==> config.mk <==
export PLATFORM = sky130hd
export DESIGN_NAME = srx_receiver
export DESIGN_NICKNAME = d
export VERILOG_FILES = /design/src/rtl/srx_pkg.sv /design/src/rtl/srx_receiver.sv
export SDC_FILE = /design/constraint.sdc
export NUM_CORES = 1
export LEC_CHECK = 0
export ABC_CLOCK_PERIOD_IN_PS = 2600
export BUFFER_PORTS_ARGS = -buffer_cell sky130_fd_sc_hd__buf_2
export CELL_PAD_IN_SITES_DETAIL_PLACEMENT = 0
export CELL_PAD_IN_SITES_GLOBAL_PLACEMENT = 1
export CORE_ASPECT_RATIO = 0.5
export CORE_UTILIZATION = 44
export CTS_BUF_LIST = sky130_fd_sc_hd__clkbuf_8
export DETAILED_ROUTE_END_ITERATION = 10
export MAX_ROUTING_LAYER = met4
export PLACE_DENSITY_LB_ADDON = 0.1
export SLEW_MARGIN = 20
export SYNTH_ARGS = -nofsm -noshare
export SYNTH_HDL_FRONTEND = slang
export SYNTH_SLANG_ARGS = --single-unit
==> constraint.sdc <==
create_clock -name i_sys_clk -period 2.6 [get_ports i_sys_clk]
set_clock_uncertainty 0.1 [all_clocks]
set_input_delay 0.26 -clock i_sys_clk [delete_from_list [all_inputs] [get_ports i_sys_clk]]
set_output_delay 0.26 -clock i_sys_clk [all_outputs]
set_load 0.005 [all_outputs]
==> src/rtl/srx_pkg.sv <==
// Purpose: Shared constants and types for the serial receiver block.
// Assumes: APB register access with 32-bit data, one word per register.
// Notes: Bit positions refer to the low bits of each register word.
package srx_pkg;

    // ============================================================
    // Register byte offsets
    localparam logic [7:0] SRX_OFS_CTRL_ONE = 8'h00;
    localparam logic [7:0] SRX_OFS_CTRL_TWO = 8'h04;
    localparam logic [7:0] SRX_OFS_CTRL_THREE = 8'h08;
    localparam logic [7:0] SRX_OFS_STATUS_ONE = 8'h0c;
    localparam logic [7:0] SRX_OFS_DATA_BUF = 8'h10;

    // ============================================================
    // Field positions
    // The packed structs below put their first field in the highest bit.
    localparam int SRX_C1_ENABLE = 5;
    localparam int SRX_C1_NINE_BIT = 4;
    localparam int SRX_C1_WAKE_ADDR = 3;
    localparam int SRX_C1_IDLE_START = 2;
    localparam int SRX_C1_PAR_EN = 1;
    localparam int SRX_C1_PAR_ODD = 0;
    localparam int SRX_C2_RX_IE = 3;
    localparam int SRX_C2_IDLE_IE = 2;
    localparam int SRX_C2_RX_EN = 1;
    localparam int SRX_C2_STANDBY = 0;
    localparam int SRX_C3_OVR_IE = 3;
    localparam int SRX_C3_NOISE_IE = 2;
    localparam int SRX_C3_FRAME_IE = 1;
    localparam int SRX_C3_PAR_IE = 0;
    localparam int SRX_S1_FULL = 5;
    localparam int SRX_S1_IDLE = 4;
    localparam int SRX_S1_OVR = 3;
    localparam int SRX_S1_NOISE = 2;
    localparam int SRX_S1_FRAME = 1;
    localparam int SRX_S1_PAR = 0;

    // ============================================================
    // Reset values and timing
    localparam logic [5:0] SRX_CTRL_RST = 6'h00;
    localparam logic [8:0] SRX_DATA_RST = 9'h000;
    localparam logic [4:0] SRX_RT_PER_BIT = 5'h10;
    localparam logic [4:0] SRX_RT_START_A = 5'h03;
    localparam logic [4:0] SRX_RT_START_B = 5'h05;
    localparam logic [4:0] SRX_RT_START_C = 5'h07;
    localparam logic [4:0] SRX_RT_VOTE_A = 5'h08;
    localparam logic [4:0] SRX_RT_VOTE_C = 5'h0a;
    localparam logic [3:0] SRX_STOP_IDX_8 = 4'h9;
    localparam logic [3:0] SRX_IDLE_BITS_8 = 4'ha;

    // ============================================================
    // Types
    typedef struct packed {
        logic enable;
        logic nine_bit;
        logic wake_addr;
        logic idle_start;
        logic par_en;
        logic par_odd;
    } srx_ctrl_one_t;

    typedef struct packed {
        logic rx_ie;
        logic idle_ie;
        logic rx_en;
        logic standby;
    } srx_ctrl_two_t;

    typedef struct packed {
        logic ovr_ie;
        logic noise_ie;
        logic frame_ie;
        logic par_ie;
    } srx_ctrl_three_t;

    typedef struct packed {
        logic full;
        logic idle;
        logic ovr;
        logic noise;
        logic frame;
        logic par;
    } srx_status_t;

    typedef enum logic [0:0] {
        SRX_HUNT,
        SRX_CHAR
    } srx_state_t;

endpackage : srx_pkg

==> src/rtl/srx_receiver.sv <==
// Purpose: Receive side of an asynchronous serial port with APB registers.
// Assumes: i_rt_tick pulses once per sample tick at 16 times the baud rate.
// Notes: Debug break protection and stop mode arrive as plain inputs.
`timescale 1ns/1ps
module srx_receiver #(
    parameter int P_ADDR_W = 8
) (
    input wire logic i_sys_clk,
    input wire logic i_rst,
    input wire logic i_psel,
    input wire logic i_penable,
    input wire logic i_pwrite,
    input wire logic [P_ADDR_W-1:0] i_paddr,
    input wire logic [31:0] i_pwdata,
    output logic [31:0] o_prdata,
    output logic o_pready,
    output logic o_pslverr,
    input wire logic i_rt_tick,
    input wire logic i_serial_receive_pin,
    input wire logic i_stop_mode,
    input wire logic i_debug_break,
    input wire logic i_break_clear_enable_bit,
    output logic o_rx_irq,
    output logic o_err_irq,
    output logic o_wake_req
);
    import srx_pkg::*;

    if (P_ADDR_W < 5) begin : g_bad_addr
        $error("P_ADDR_W must be at least 5");
    end

    // ============================================================
    // Bus decode
    logic setup_ph, access_ph, wr_acc, rd_acc, mapped;
    logic [7:0] addr8;
    always_comb begin
        addr8 = 8'(i_paddr);
        setup_ph = i_psel && !i_penable;
        access_ph = i_psel && i_penable;
        wr_acc = access_ph && i_pwrite;
        rd_acc = access_ph && !i_pwrite;
        mapped = (addr8 == SRX_OFS_CTRL_ONE) || (addr8 == SRX_OFS_CTRL_TWO)
            || (addr8 == SRX_OFS_CTRL_THREE) || (addr8 == SRX_OFS_STATUS_ONE)
            || (addr8 == SRX_OFS_DATA_BUF);
    end
    assign o_pready = access_ph;
    assign o_pslverr = access_ph && !mapped;

    // ============================================================
    // Register state
    srx_ctrl_one_t c1_reg, c1_next;
    srx_ctrl_two_t c2_reg, c2_next;
    srx_ctrl_three_t c3_reg, c3_next;
    srx_status_t st_reg, st_next;
    logic [8:0] data_reg, data_next;
    logic armed_reg, armed_next, idle_arm_reg, idle_arm_next;
    logic [31:0] prdata_reg, prdata_next;

    // Receiver events into the register group.
    logic ev_char, ev_idle, ev_nf, ev_fe, ev_pe, ev_msb;
    logic [8:0] ev_data;

    logic rx_active, protect;
    assign rx_active = c1_reg.enable && c2_reg.rx_en;
    assign protect = i_debug_break && !i_break_clear_enable_bit;

    // ============================================================
    // Receiver sampling
    srx_state_t state_reg, state_next;
    logic [4:0] rt_reg, rt_next;
    logic [3:0] bit_reg, bit_next;
    logic [2:0] samp_reg, samp_next, hist_reg, hist_next;
    logic [8:0] shift_reg, shift_next;
    logic [3:0] icnt_reg, icnt_next;
    logic noise_reg, noise_next, prev_reg, prev_next, last_reg, last_next;
    logic [3:0] stop_idx, idle_goal;
    logic rxd, maj, split;
    logic [2:0] vote;

    always_comb begin
        rxd = i_serial_receive_pin;
        stop_idx = SRX_STOP_IDX_8 + {3'h0, c1_reg.nine_bit};
        idle_goal = SRX_IDLE_BITS_8 + {3'h0, c1_reg.nine_bit};
        // The tick-10 sample is still on the pin, not yet in samp_reg.
        vote = {samp_reg[1:0], rxd};
        maj = (vote[2] & vote[1]) | (vote[2] & vote[0])
            | (vote[1] & vote[0]);
        split = (vote != 3'h0) && (vote != 3'h7);
        state_next = state_reg;
        rt_next = rt_reg;
        bit_next = bit_reg;
        samp_next = samp_reg;
        hist_next = hist_reg;
        shift_next = shift_reg;
        icnt_next = icnt_reg;
        noise_next = noise_reg;
        prev_next = prev_reg;
        last_next = last_reg;
        ev_char = 1'b0;
        ev_idle = 1'b0;
        ev_fe = 1'b0;
        ev_nf = 1'b0;
        ev_pe = 1'b0;
        ev_msb = shift_reg[8];
        ev_data = c1_reg.nine_bit ? shift_reg : {shift_reg[8], shift_reg[8:1]};
        if (i_stop_mode) begin
            // Hold everything; a character in flight is simply resumed late.
            state_next = state_reg;
        end else if (!rx_active) begin
            state_next = SRX_HUNT;
            rt_next = 5'h01;
            hist_next = 3'h0;
            icnt_next = 4'h0;
        end else if (i_rt_tick) begin
            last_next = rxd;
            rt_next = (rt_reg == SRX_RT_PER_BIT) ? 5'h01 : rt_reg + 5'h01;
            if ((rt_reg >= SRX_RT_VOTE_A) && (rt_reg <= SRX_RT_VOTE_C)) begin
                samp_next = {samp_reg[1:0], rxd};
            end
            case (state_reg)
                SRX_HUNT: begin
                    hist_next = {hist_reg[1:0], rxd};
                    if (!rxd && (hist_reg == 3'h7)) begin
                        state_next = SRX_CHAR;
                        rt_next = 5'h02;
                        bit_next = 4'h0;
                        noise_next = 1'b0;
                        samp_next = 3'h0;
                        // The start bit is a zero, so any run of ones ends.
                        icnt_next = 4'h0;
                    end else if (!rxd) begin
                        icnt_next = 4'h0;
                    end else if ((rt_reg == SRX_RT_VOTE_C)
                                 && (icnt_reg != idle_goal)) begin
                        icnt_next = icnt_reg + 4'h1;
                        ev_idle = (icnt_reg + 4'h1) == idle_goal;
                    end
                end
                SRX_CHAR: begin
                    if (bit_reg == 4'h0) begin
                        if ((rt_reg == SRX_RT_START_A)
                            || (rt_reg == SRX_RT_START_B)
                            || (rt_reg == SRX_RT_START_C)) begin
                            samp_next = {samp_reg[1:0], rxd};
                        end
                        if (rt_reg == SRX_RT_START_C) begin
                            if ((samp_reg[1] & samp_reg[0])
                                | (samp_reg[1] & rxd)
                                | (samp_reg[0] & rxd)) begin
                                state_next = SRX_HUNT;
                                hist_next = 3'h0;
                            end else if ({samp_reg[1:0], rxd} != 3'h0) begin
                                noise_next = 1'b1;
                            end
                            samp_next = 3'h0;
                        end
                    end
                    if (rt_reg == SRX_RT_PER_BIT) begin
                        bit_next = bit_reg + 4'h1;
                    end
                    if (rt_reg == SRX_RT_VOTE_C) begin
                        if (split) begin
                            noise_next = 1'b1;
                        end
                        if (bit_reg == 4'h0) begin
                            noise_next = noise_reg || (vote != 3'h0);
                        end else if (bit_reg == stop_idx) begin
                            ev_char = 1'b1;
                            ev_fe = !maj;
                            ev_nf = noise_reg || split;
                            ev_pe = c1_reg.par_en
                                && ((c1_reg.nine_bit ? ^shift_reg
                                     : ^shift_reg[8:1]) != c1_reg.par_odd);
                            state_next = SRX_HUNT;
                            hist_next = {3{maj}};
                            icnt_next = (c1_reg.idle_start || !maj) ? 4'h0
                                : icnt_reg + 4'h1;
                        end else begin
                            shift_next = {maj, shift_reg[8:1]};
                            prev_next = maj;
                            icnt_next = (maj && !c1_reg.idle_start)
                                ? icnt_reg + 4'h1 : 4'h0;
                        end
                    end
                    // A falling edge after a one realigns the bit clock.
                    if ((bit_reg != 4'h0) && (bit_reg != stop_idx) && last_reg
                        && !rxd && prev_reg
                        && ((rt_reg < SRX_RT_VOTE_A)
                            || (rt_reg > SRX_RT_VOTE_C))) begin
                        rt_next = 5'h02;
                        if (rt_reg > SRX_RT_VOTE_C) begin
                            bit_next = bit_reg + 4'h1;
                        end
                    end
                end
                default: begin
                    state_next = SRX_HUNT;
                end
            endcase
        end
    end

    always_ff @(posedge i_sys_clk or posedge i_rst) begin
        if (i_rst) begin
            state_reg <= SRX_HUNT;
            rt_reg <= 5'h01;
            bit_reg <= 4'h0;
            samp_reg <= 3'h0;
            hist_reg <= 3'h0;
            shift_reg <= SRX_DATA_RST;
            icnt_reg <= 4'h0;
            noise_reg <= 1'b0;
            prev_reg <= 1'b0;
            last_reg <= 1'b1;
        end else begin
            state_reg <= state_next;
            rt_reg <= rt_next;
            bit_reg <= bit_next;
            samp_reg <= samp_next;
            hist_reg <= hist_next;
            shift_reg <= shift_next;
            icnt_reg <= icnt_next;
            noise_reg <= noise_next;
            prev_reg <= prev_next;
            last_reg <= last_next;
        end
    end

    // ============================================================
    // Registers, flags and clearing
    logic accept, wr_c2, rd_st, rd_dat;
    always_comb begin
        c1_next = c1_reg;
        c2_next = c2_reg;
        c3_next = c3_reg;
        st_next = st_reg;
        data_next = data_reg;
        armed_next = armed_reg;
        idle_arm_next = idle_arm_reg;
        wr_c2 = wr_acc && (addr8 == SRX_OFS_CTRL_TWO);
        rd_st = rd_acc && (addr8 == SRX_OFS_STATUS_ONE);
        rd_dat = rd_acc && (addr8 == SRX_OFS_DATA_BUF);
        accept = ev_char
            && (!c2_reg.standby || (c1_reg.wake_addr && ev_msb));
        if (wr_acc && (addr8 == SRX_OFS_CTRL_ONE)) begin
            c1_next = i_pwdata[5:0];
        end
        if (wr_c2) begin
            c2_next = i_pwdata[3:0];
        end
        if (wr_acc && (addr8 == SRX_OFS_CTRL_THREE)) begin
            c3_next = i_pwdata[3:0];
        end
        // Clearing is a status read followed by a data read.
        if (rd_st && !protect) begin
            armed_next = 1'b1;
        end
        if (rd_dat && armed_reg && !protect) begin
            st_next = '0;
            armed_next = 1'b0;
        end
        // Hardware sets are applied last so they win over a clear.
        if (ev_char) begin
            idle_arm_next = 1'b1;
        end
        if (accept) begin
            if (c2_reg.standby) begin
                c2_next.standby = 1'b0;
            end
            if (st_reg.full) begin
                st_next.ovr = 1'b1;
            end else begin
                data_next = ev_data;
                st_next.full = 1'b1;
                st_next.frame = st_next.frame | ev_fe;
                st_next.noise = st_next.noise | ev_nf;
                st_next.par = st_next.par | ev_pe;
            end
        end
        if (ev_idle) begin
            if (c2_reg.standby && !c1_reg.wake_addr) begin
                c2_next.standby = 1'b0;
            end else if (!c2_reg.standby && idle_arm_reg) begin
                st_next.idle = 1'b1;
                idle_arm_next = 1'b0;
            end
        end
        prdata_next = prdata_reg;
        if (setup_ph) begin
            case (addr8)
                SRX_OFS_CTRL_ONE: prdata_next = {26'h0, c1_reg};
                SRX_OFS_CTRL_TWO: prdata_next = {28'h0, c2_reg};
                SRX_OFS_CTRL_THREE: prdata_next = {28'h0, c3_reg};
                SRX_OFS_STATUS_ONE: prdata_next = {26'h0, st_reg};
                SRX_OFS_DATA_BUF: prdata_next = {23'h0, data_reg};
                default: prdata_next = 32'h0;
            endcase
        end
    end

    always_ff @(posedge i_sys_clk or posedge i_rst) begin
        if (i_rst) begin
            c1_reg <= SRX_CTRL_RST;
            c2_reg <= SRX_CTRL_RST[3:0];
            c3_reg <= SRX_CTRL_RST[3:0];
            st_reg <= SRX_CTRL_RST;
            data_reg <= SRX_DATA_RST;
            armed_reg <= 1'b0;
            idle_arm_reg <= 1'b0;
            prdata_reg <= 32'h0;
        end else begin
            c1_reg <= c1_next;
            c2_reg <= c2_next;
            c3_reg <= c3_next;
            st_reg <= st_next;
            data_reg <= data_next;
            armed_reg <= armed_next;
            idle_arm_reg <= idle_arm_next;
            prdata_reg <= prdata_next;
        end
    end
    assign o_prdata = prdata_reg;

    // ============================================================
    // Interrupt requests; they stay live in wait mode to wake the core.
    logic rx_req, err_req;
    assign rx_req = (c2_reg.rx_ie && st_reg.full)
        || (c2_reg.idle_ie && st_reg.idle);
    assign err_req = (c3_reg.ovr_ie && st_reg.ovr)
        || (c3_reg.noise_ie && st_reg.noise)
        || (c3_reg.frame_ie && st_reg.frame)
        || (c3_reg.par_ie && st_reg.par);
    assign o_rx_irq = rx_req && !c2_reg.standby;
    assign o_err_irq = err_req && !c2_reg.standby;
    assign o_wake_req = o_rx_irq || o_err_irq;

    // ============================================================
    // Checks
    chk_frame_with_full: assert property (@(posedge i_sys_clk)
        disable iff (i_rst) $rose(st_reg.frame) |-> $rose(st_reg.full))
        else $error("framing error rose without receive full");
    chk_stop_position: assert property (@(posedge i_sys_clk)
        disable iff (i_rst) ev_char |-> (rt_reg == SRX_RT_VOTE_C)
            && (bit_reg == (c1_reg.nine_bit ? 4'ha : 4'h9)))
        else $error("stop bit voted at wrong position");
    chk_standby_quiet: assert property (@(posedge i_sys_clk)
        disable iff (i_rst) c2_reg.standby |-> !o_rx_irq && !o_err_irq)
        else $error("interrupt request while in standby");
    chk_overrun_keeps: assert property (@(posedge i_sys_clk)
        disable iff (i_rst) $rose(st_reg.ovr) |-> $stable(data_reg))
        else $error("overrun replaced buffered data");
    chk_addr_wake_full: assert property (@(posedge i_sys_clk)
        disable iff (i_rst) $fell(c2_reg.standby) && c1_reg.wake_addr
            && !$past(wr_c2) |-> $rose(st_reg.full) || st_reg.ovr)
        else $error("address wake without receive full");
    chk_idle_wake_quiet: assert property (@(posedge i_sys_clk)
        disable iff (i_rst) $fell(c2_reg.standby) && !c1_reg.wake_addr
            && !$past(wr_c2) |-> !$rose(st_reg.idle) && !$rose(st_reg.full))
        else $error("idle wake set a flag");
    chk_break_guard: assert property (@(posedge i_sys_clk)
        disable iff (i_rst) $past(protect) |-> !$fell(st_reg.full)
            && !$fell(st_reg.frame) && !$fell(st_reg.idle))
        else $error("flag cleared during protected break");
    chk_stop_freeze: assert property (@(posedge i_sys_clk)
        disable iff (i_rst) $past(i_stop_mode) |-> $stable(rt_reg)
            && $stable(bit_reg) && $stable(shift_reg))
        else $error("receiver moved in stop mode");
    chk_err_gated: assert property (@(posedge i_sys_clk)
        disable iff (i_rst) st_reg.frame && !c3_reg.frame_ie
            && !st_reg.ovr && !st_reg.noise && !st_reg.par |-> !o_err_irq)
        else $error("ungated framing error request");
    cov_frame: cover property (@(posedge i_sys_clk) $rose(st_reg.frame));
    cov_overrun: cover property (@(posedge i_sys_clk) $rose(st_reg.ovr));
    cov_idle: cover property (@(posedge i_sys_clk) $rose(st_reg.idle));
    cov_wake: cover property (@(posedge i_sys_clk) $fell(c2_reg.standby));

endmodule : srx_receiver

==> results.ini <==
[routing]
wl_per_cell_um = 16.3
post-route-drc-count = 0
routed_via_density = 5.58
drt_first_pass_iters = 4
drt_iter0_markers = 263
vias = 3215
wl_um = 9420
ant_nets = 0

[logic_synthesis]
synth-warning-count = 0
synth_top_flop_cell = dfrtp_1
yosysTopAreaCell = dfrtp_1
synth.avg_cell_area_um2 = 10.2
seq_area_frac_synth_pct = 42.0
syn-cell-area_um2 = 4180
synthTopCellsByCount = dfrtp_1 (68), nand2_1 (42), mux2_2 (27), nor2_1 (26)
synthTopCellsByArea = dfrtp_1 (41%), mux2_2 (7.3%), buf_4 (4.3%)
yosys_register_bits = 70
synthCells = 411
ys_types = 70
synth-edff-count = 0
synthArstFlopShare_pct = 100
post-synth-top-count-cell = dfrtp_1
synth_top_cell_area_share_pct = 40.7

[floorplan]
fp.coreArea_um2 = 8950
dieArea_um2 = 9920
rows = 24
start_util_pct = 46.7
ios = 87
die_width_um = 140
die_h_um = 70.9

[power]
intPower_mw = 1.50
swShare_pct = 25.4
p_leak_nw = 2.19
powerDensity_nw_per_um2 = 436
switchingPower_mw = 0.511
p_comb_share_pct = 5.8
peakVddDrop_mv = 0.202
clkPwrFrac_pct = 39.5
p_seq_share_pct = 54.7
total_power_mw = 2.02

[finish]
insertedDiodeCount = 0
syn2layout_area_growth_pct = 10.5
design_area_um2 = 4620
final_nets = 510
post-route-util_pct = 51.6
drive_gt1_share_pct = 24.4

[min_path]
hold_class = input pin to flop
min_path_cells = 2
worstHoldEndpoint = c1_reg[4]
min_from = i_pwdata[4]

[global_route]
grt_antenna_before_repair = 0
grt_pass1_vias = 3209
grt_pass1_wl_um = 15900
grt_usage_pct = 21.4
grt.overflow.total = 0
grt_max_degree = 71

[sta]
final-setup-viol-count = 0
period_share_pct = 90.5
worst_slew_pin_slew_ps = 628
maxSlewViolCount = 0
rsz0062_at_grt = no
fin_crit_ps = 2350
fin_tns_setup_ps = 0
clock.fmax_mhz = 425
hold_viol = 0
finalHoldWorstSlack_ps = 30.4
slew_headroom_pct = 57.6

[critical_path]
r2r_cells = 7
crit_fanout = 8
r2r_end = bit_reg[3]
critPathRequiredTime_ps = 2790
crit_type = flop to flop
end_kind = flop
crit_path_start_kind = flop
r2r-start = rt_reg[1]
rrSetupSlack_ps = 250
cp_data_arrival_time_ps = 2550

[cts]
cts_max_level = 3
clk_latency_ps = 360
post_cts_resized = 0
clkTransAtPathRegs_ps = 80
clock_sinks = 70
cts_tree = yes
cts_buffer_depth = 2
cts-root-buf = clkbuf_8
cts_buffers = 9

[placement]
port-buffer-count = 37
gp_congestion = 0.876
place_area_um2 = 4430
hpwl_um = 7010

[outcome]
status = completed

[job]
cap_violations = 0

==> stage by stage <==
stage | worst slack [ps] | std cells
finish | 248 | 576
global route | 131 | 576
CTS | 253 | 576
detailed placement | 279 | 559
global placement | 300 | 559
floorplan | 467 | 433
==> routing by layer <==
metal,routed length (µm),part of all wire [%],track usage (%)
met1,4460,47,27.6
met2,4370,46,33.3
met3,476,5.1,4.47
met4,108,1.1,8.06
met5,0,0,-
==> cell usage in the layout, fill, tap and decap left out, drive strengths merged, types with 4 or more instances in the layout <==
cell | Yosys | final
dfrtp | 68 | 68
mux4 | 4 | 4
nor2 | 26 | 26
a21o | 6 | 6
and3 | 5 | 5
mux2 | 27 | 27
mux2i | 11 | 11
ha | 6 | 6
clkbuf | 11 | 10
nand2b | 5 | 5
buf | 29 | 50
a22oi | 5 | 5
nor4 | 4 | 4
o31ai | 4 | 4
nor2b | 4 | 4
xor2 | 4 | 4
a221o | 4 | 4
nand2 | 42 | 42
conb | 1 | 23
inv | 12 | 13
nand3 | 11 | 11
nand3b | 6 | 6
a22o | 7 | 7
nand4b | 5 | 5
nor3b | 4 | 4
a21oi | 14 | 14
clkinv | 0 | 4
o21ai | 24 | 24
xnor2 | 8 | 8
a31oi | 5 | 5
==> cell type report <==
| class | instances | area [µm²] |
|---|---|---|
| tap | 117 | 146 |
| fill | 861 | 4330 |
| inverter | 12 | 45.0 |
| clock buffer | 10 | 138 |
| multi-input combinational | 310 | 2190 |
| timing repair buffer | 51 | 305 |
| sequential | 70 | 1750 |
| clock inverter | 6 | 38.8 |
==> worst max-delay path by stage <==
stage              start            to  cells after the start
2_1_floorplan  rt_reg[4]  shift_reg[0]                      6
3_3_place_gp   rt_reg[2]  shift_reg[2]                      4
3_5_place_dp   rt_reg[2]  shift_reg[0]                      4
4_1_cts        rt_reg[2]  shift_reg[0]                      4
5_1_grt        rt_reg[1]    bit_reg[3]                      7
6_report       rt_reg[1]    bit_reg[3]                      7
==> repair_timing <==
action / 4_1_cts / 5_1_grt
endpoints found under the setup margin: 0 / 0
buffers inserted: 0 / 0
hold buffers: 1 / 0
hold endpoints to repair: 68 / 0
==> worst max-delay path, stage by stage, from the launching register on <==
cell and delay (ps):
dfrtp_1 480, inv_1 120, ha_1 150, inv_1 50
nor4b_1 520, a21oi_1 250, or4_1 530, nand3_1 90
==> power groups by stage <==
| stage | Sequential (mW) | Combinational [mW] | Clock [mW] |
|---|---|---|---|
| finish | 1.10 | 0.117 | 0.797 |
| detailed placement | 1.12 | 0.117 | 0 |
| global placement | 1.12 | 0.114 | 0 |
| CTS | 1.10 | 0.118 | 0.823 |
| global route | 1.10 | 0.133 | 0.869 |
| floorplan | 1.12 | 0.0967 | 0 |
==> logic make-up after synthesis <==
group,count (synthesis),share of synthesized area (%)
buffers and inverters,53,7.60
muxes,42,12.1
and+or+nand+nor,132,17.6
AOI/OAI and AO/OA,94,16.2
xor gates and xnor gates,12,2.51
DFF,70,42.0
other,1,0.0897
adders and majority gates,7,2.04
No activity file was read; power rests on OpenSTA's default activity.
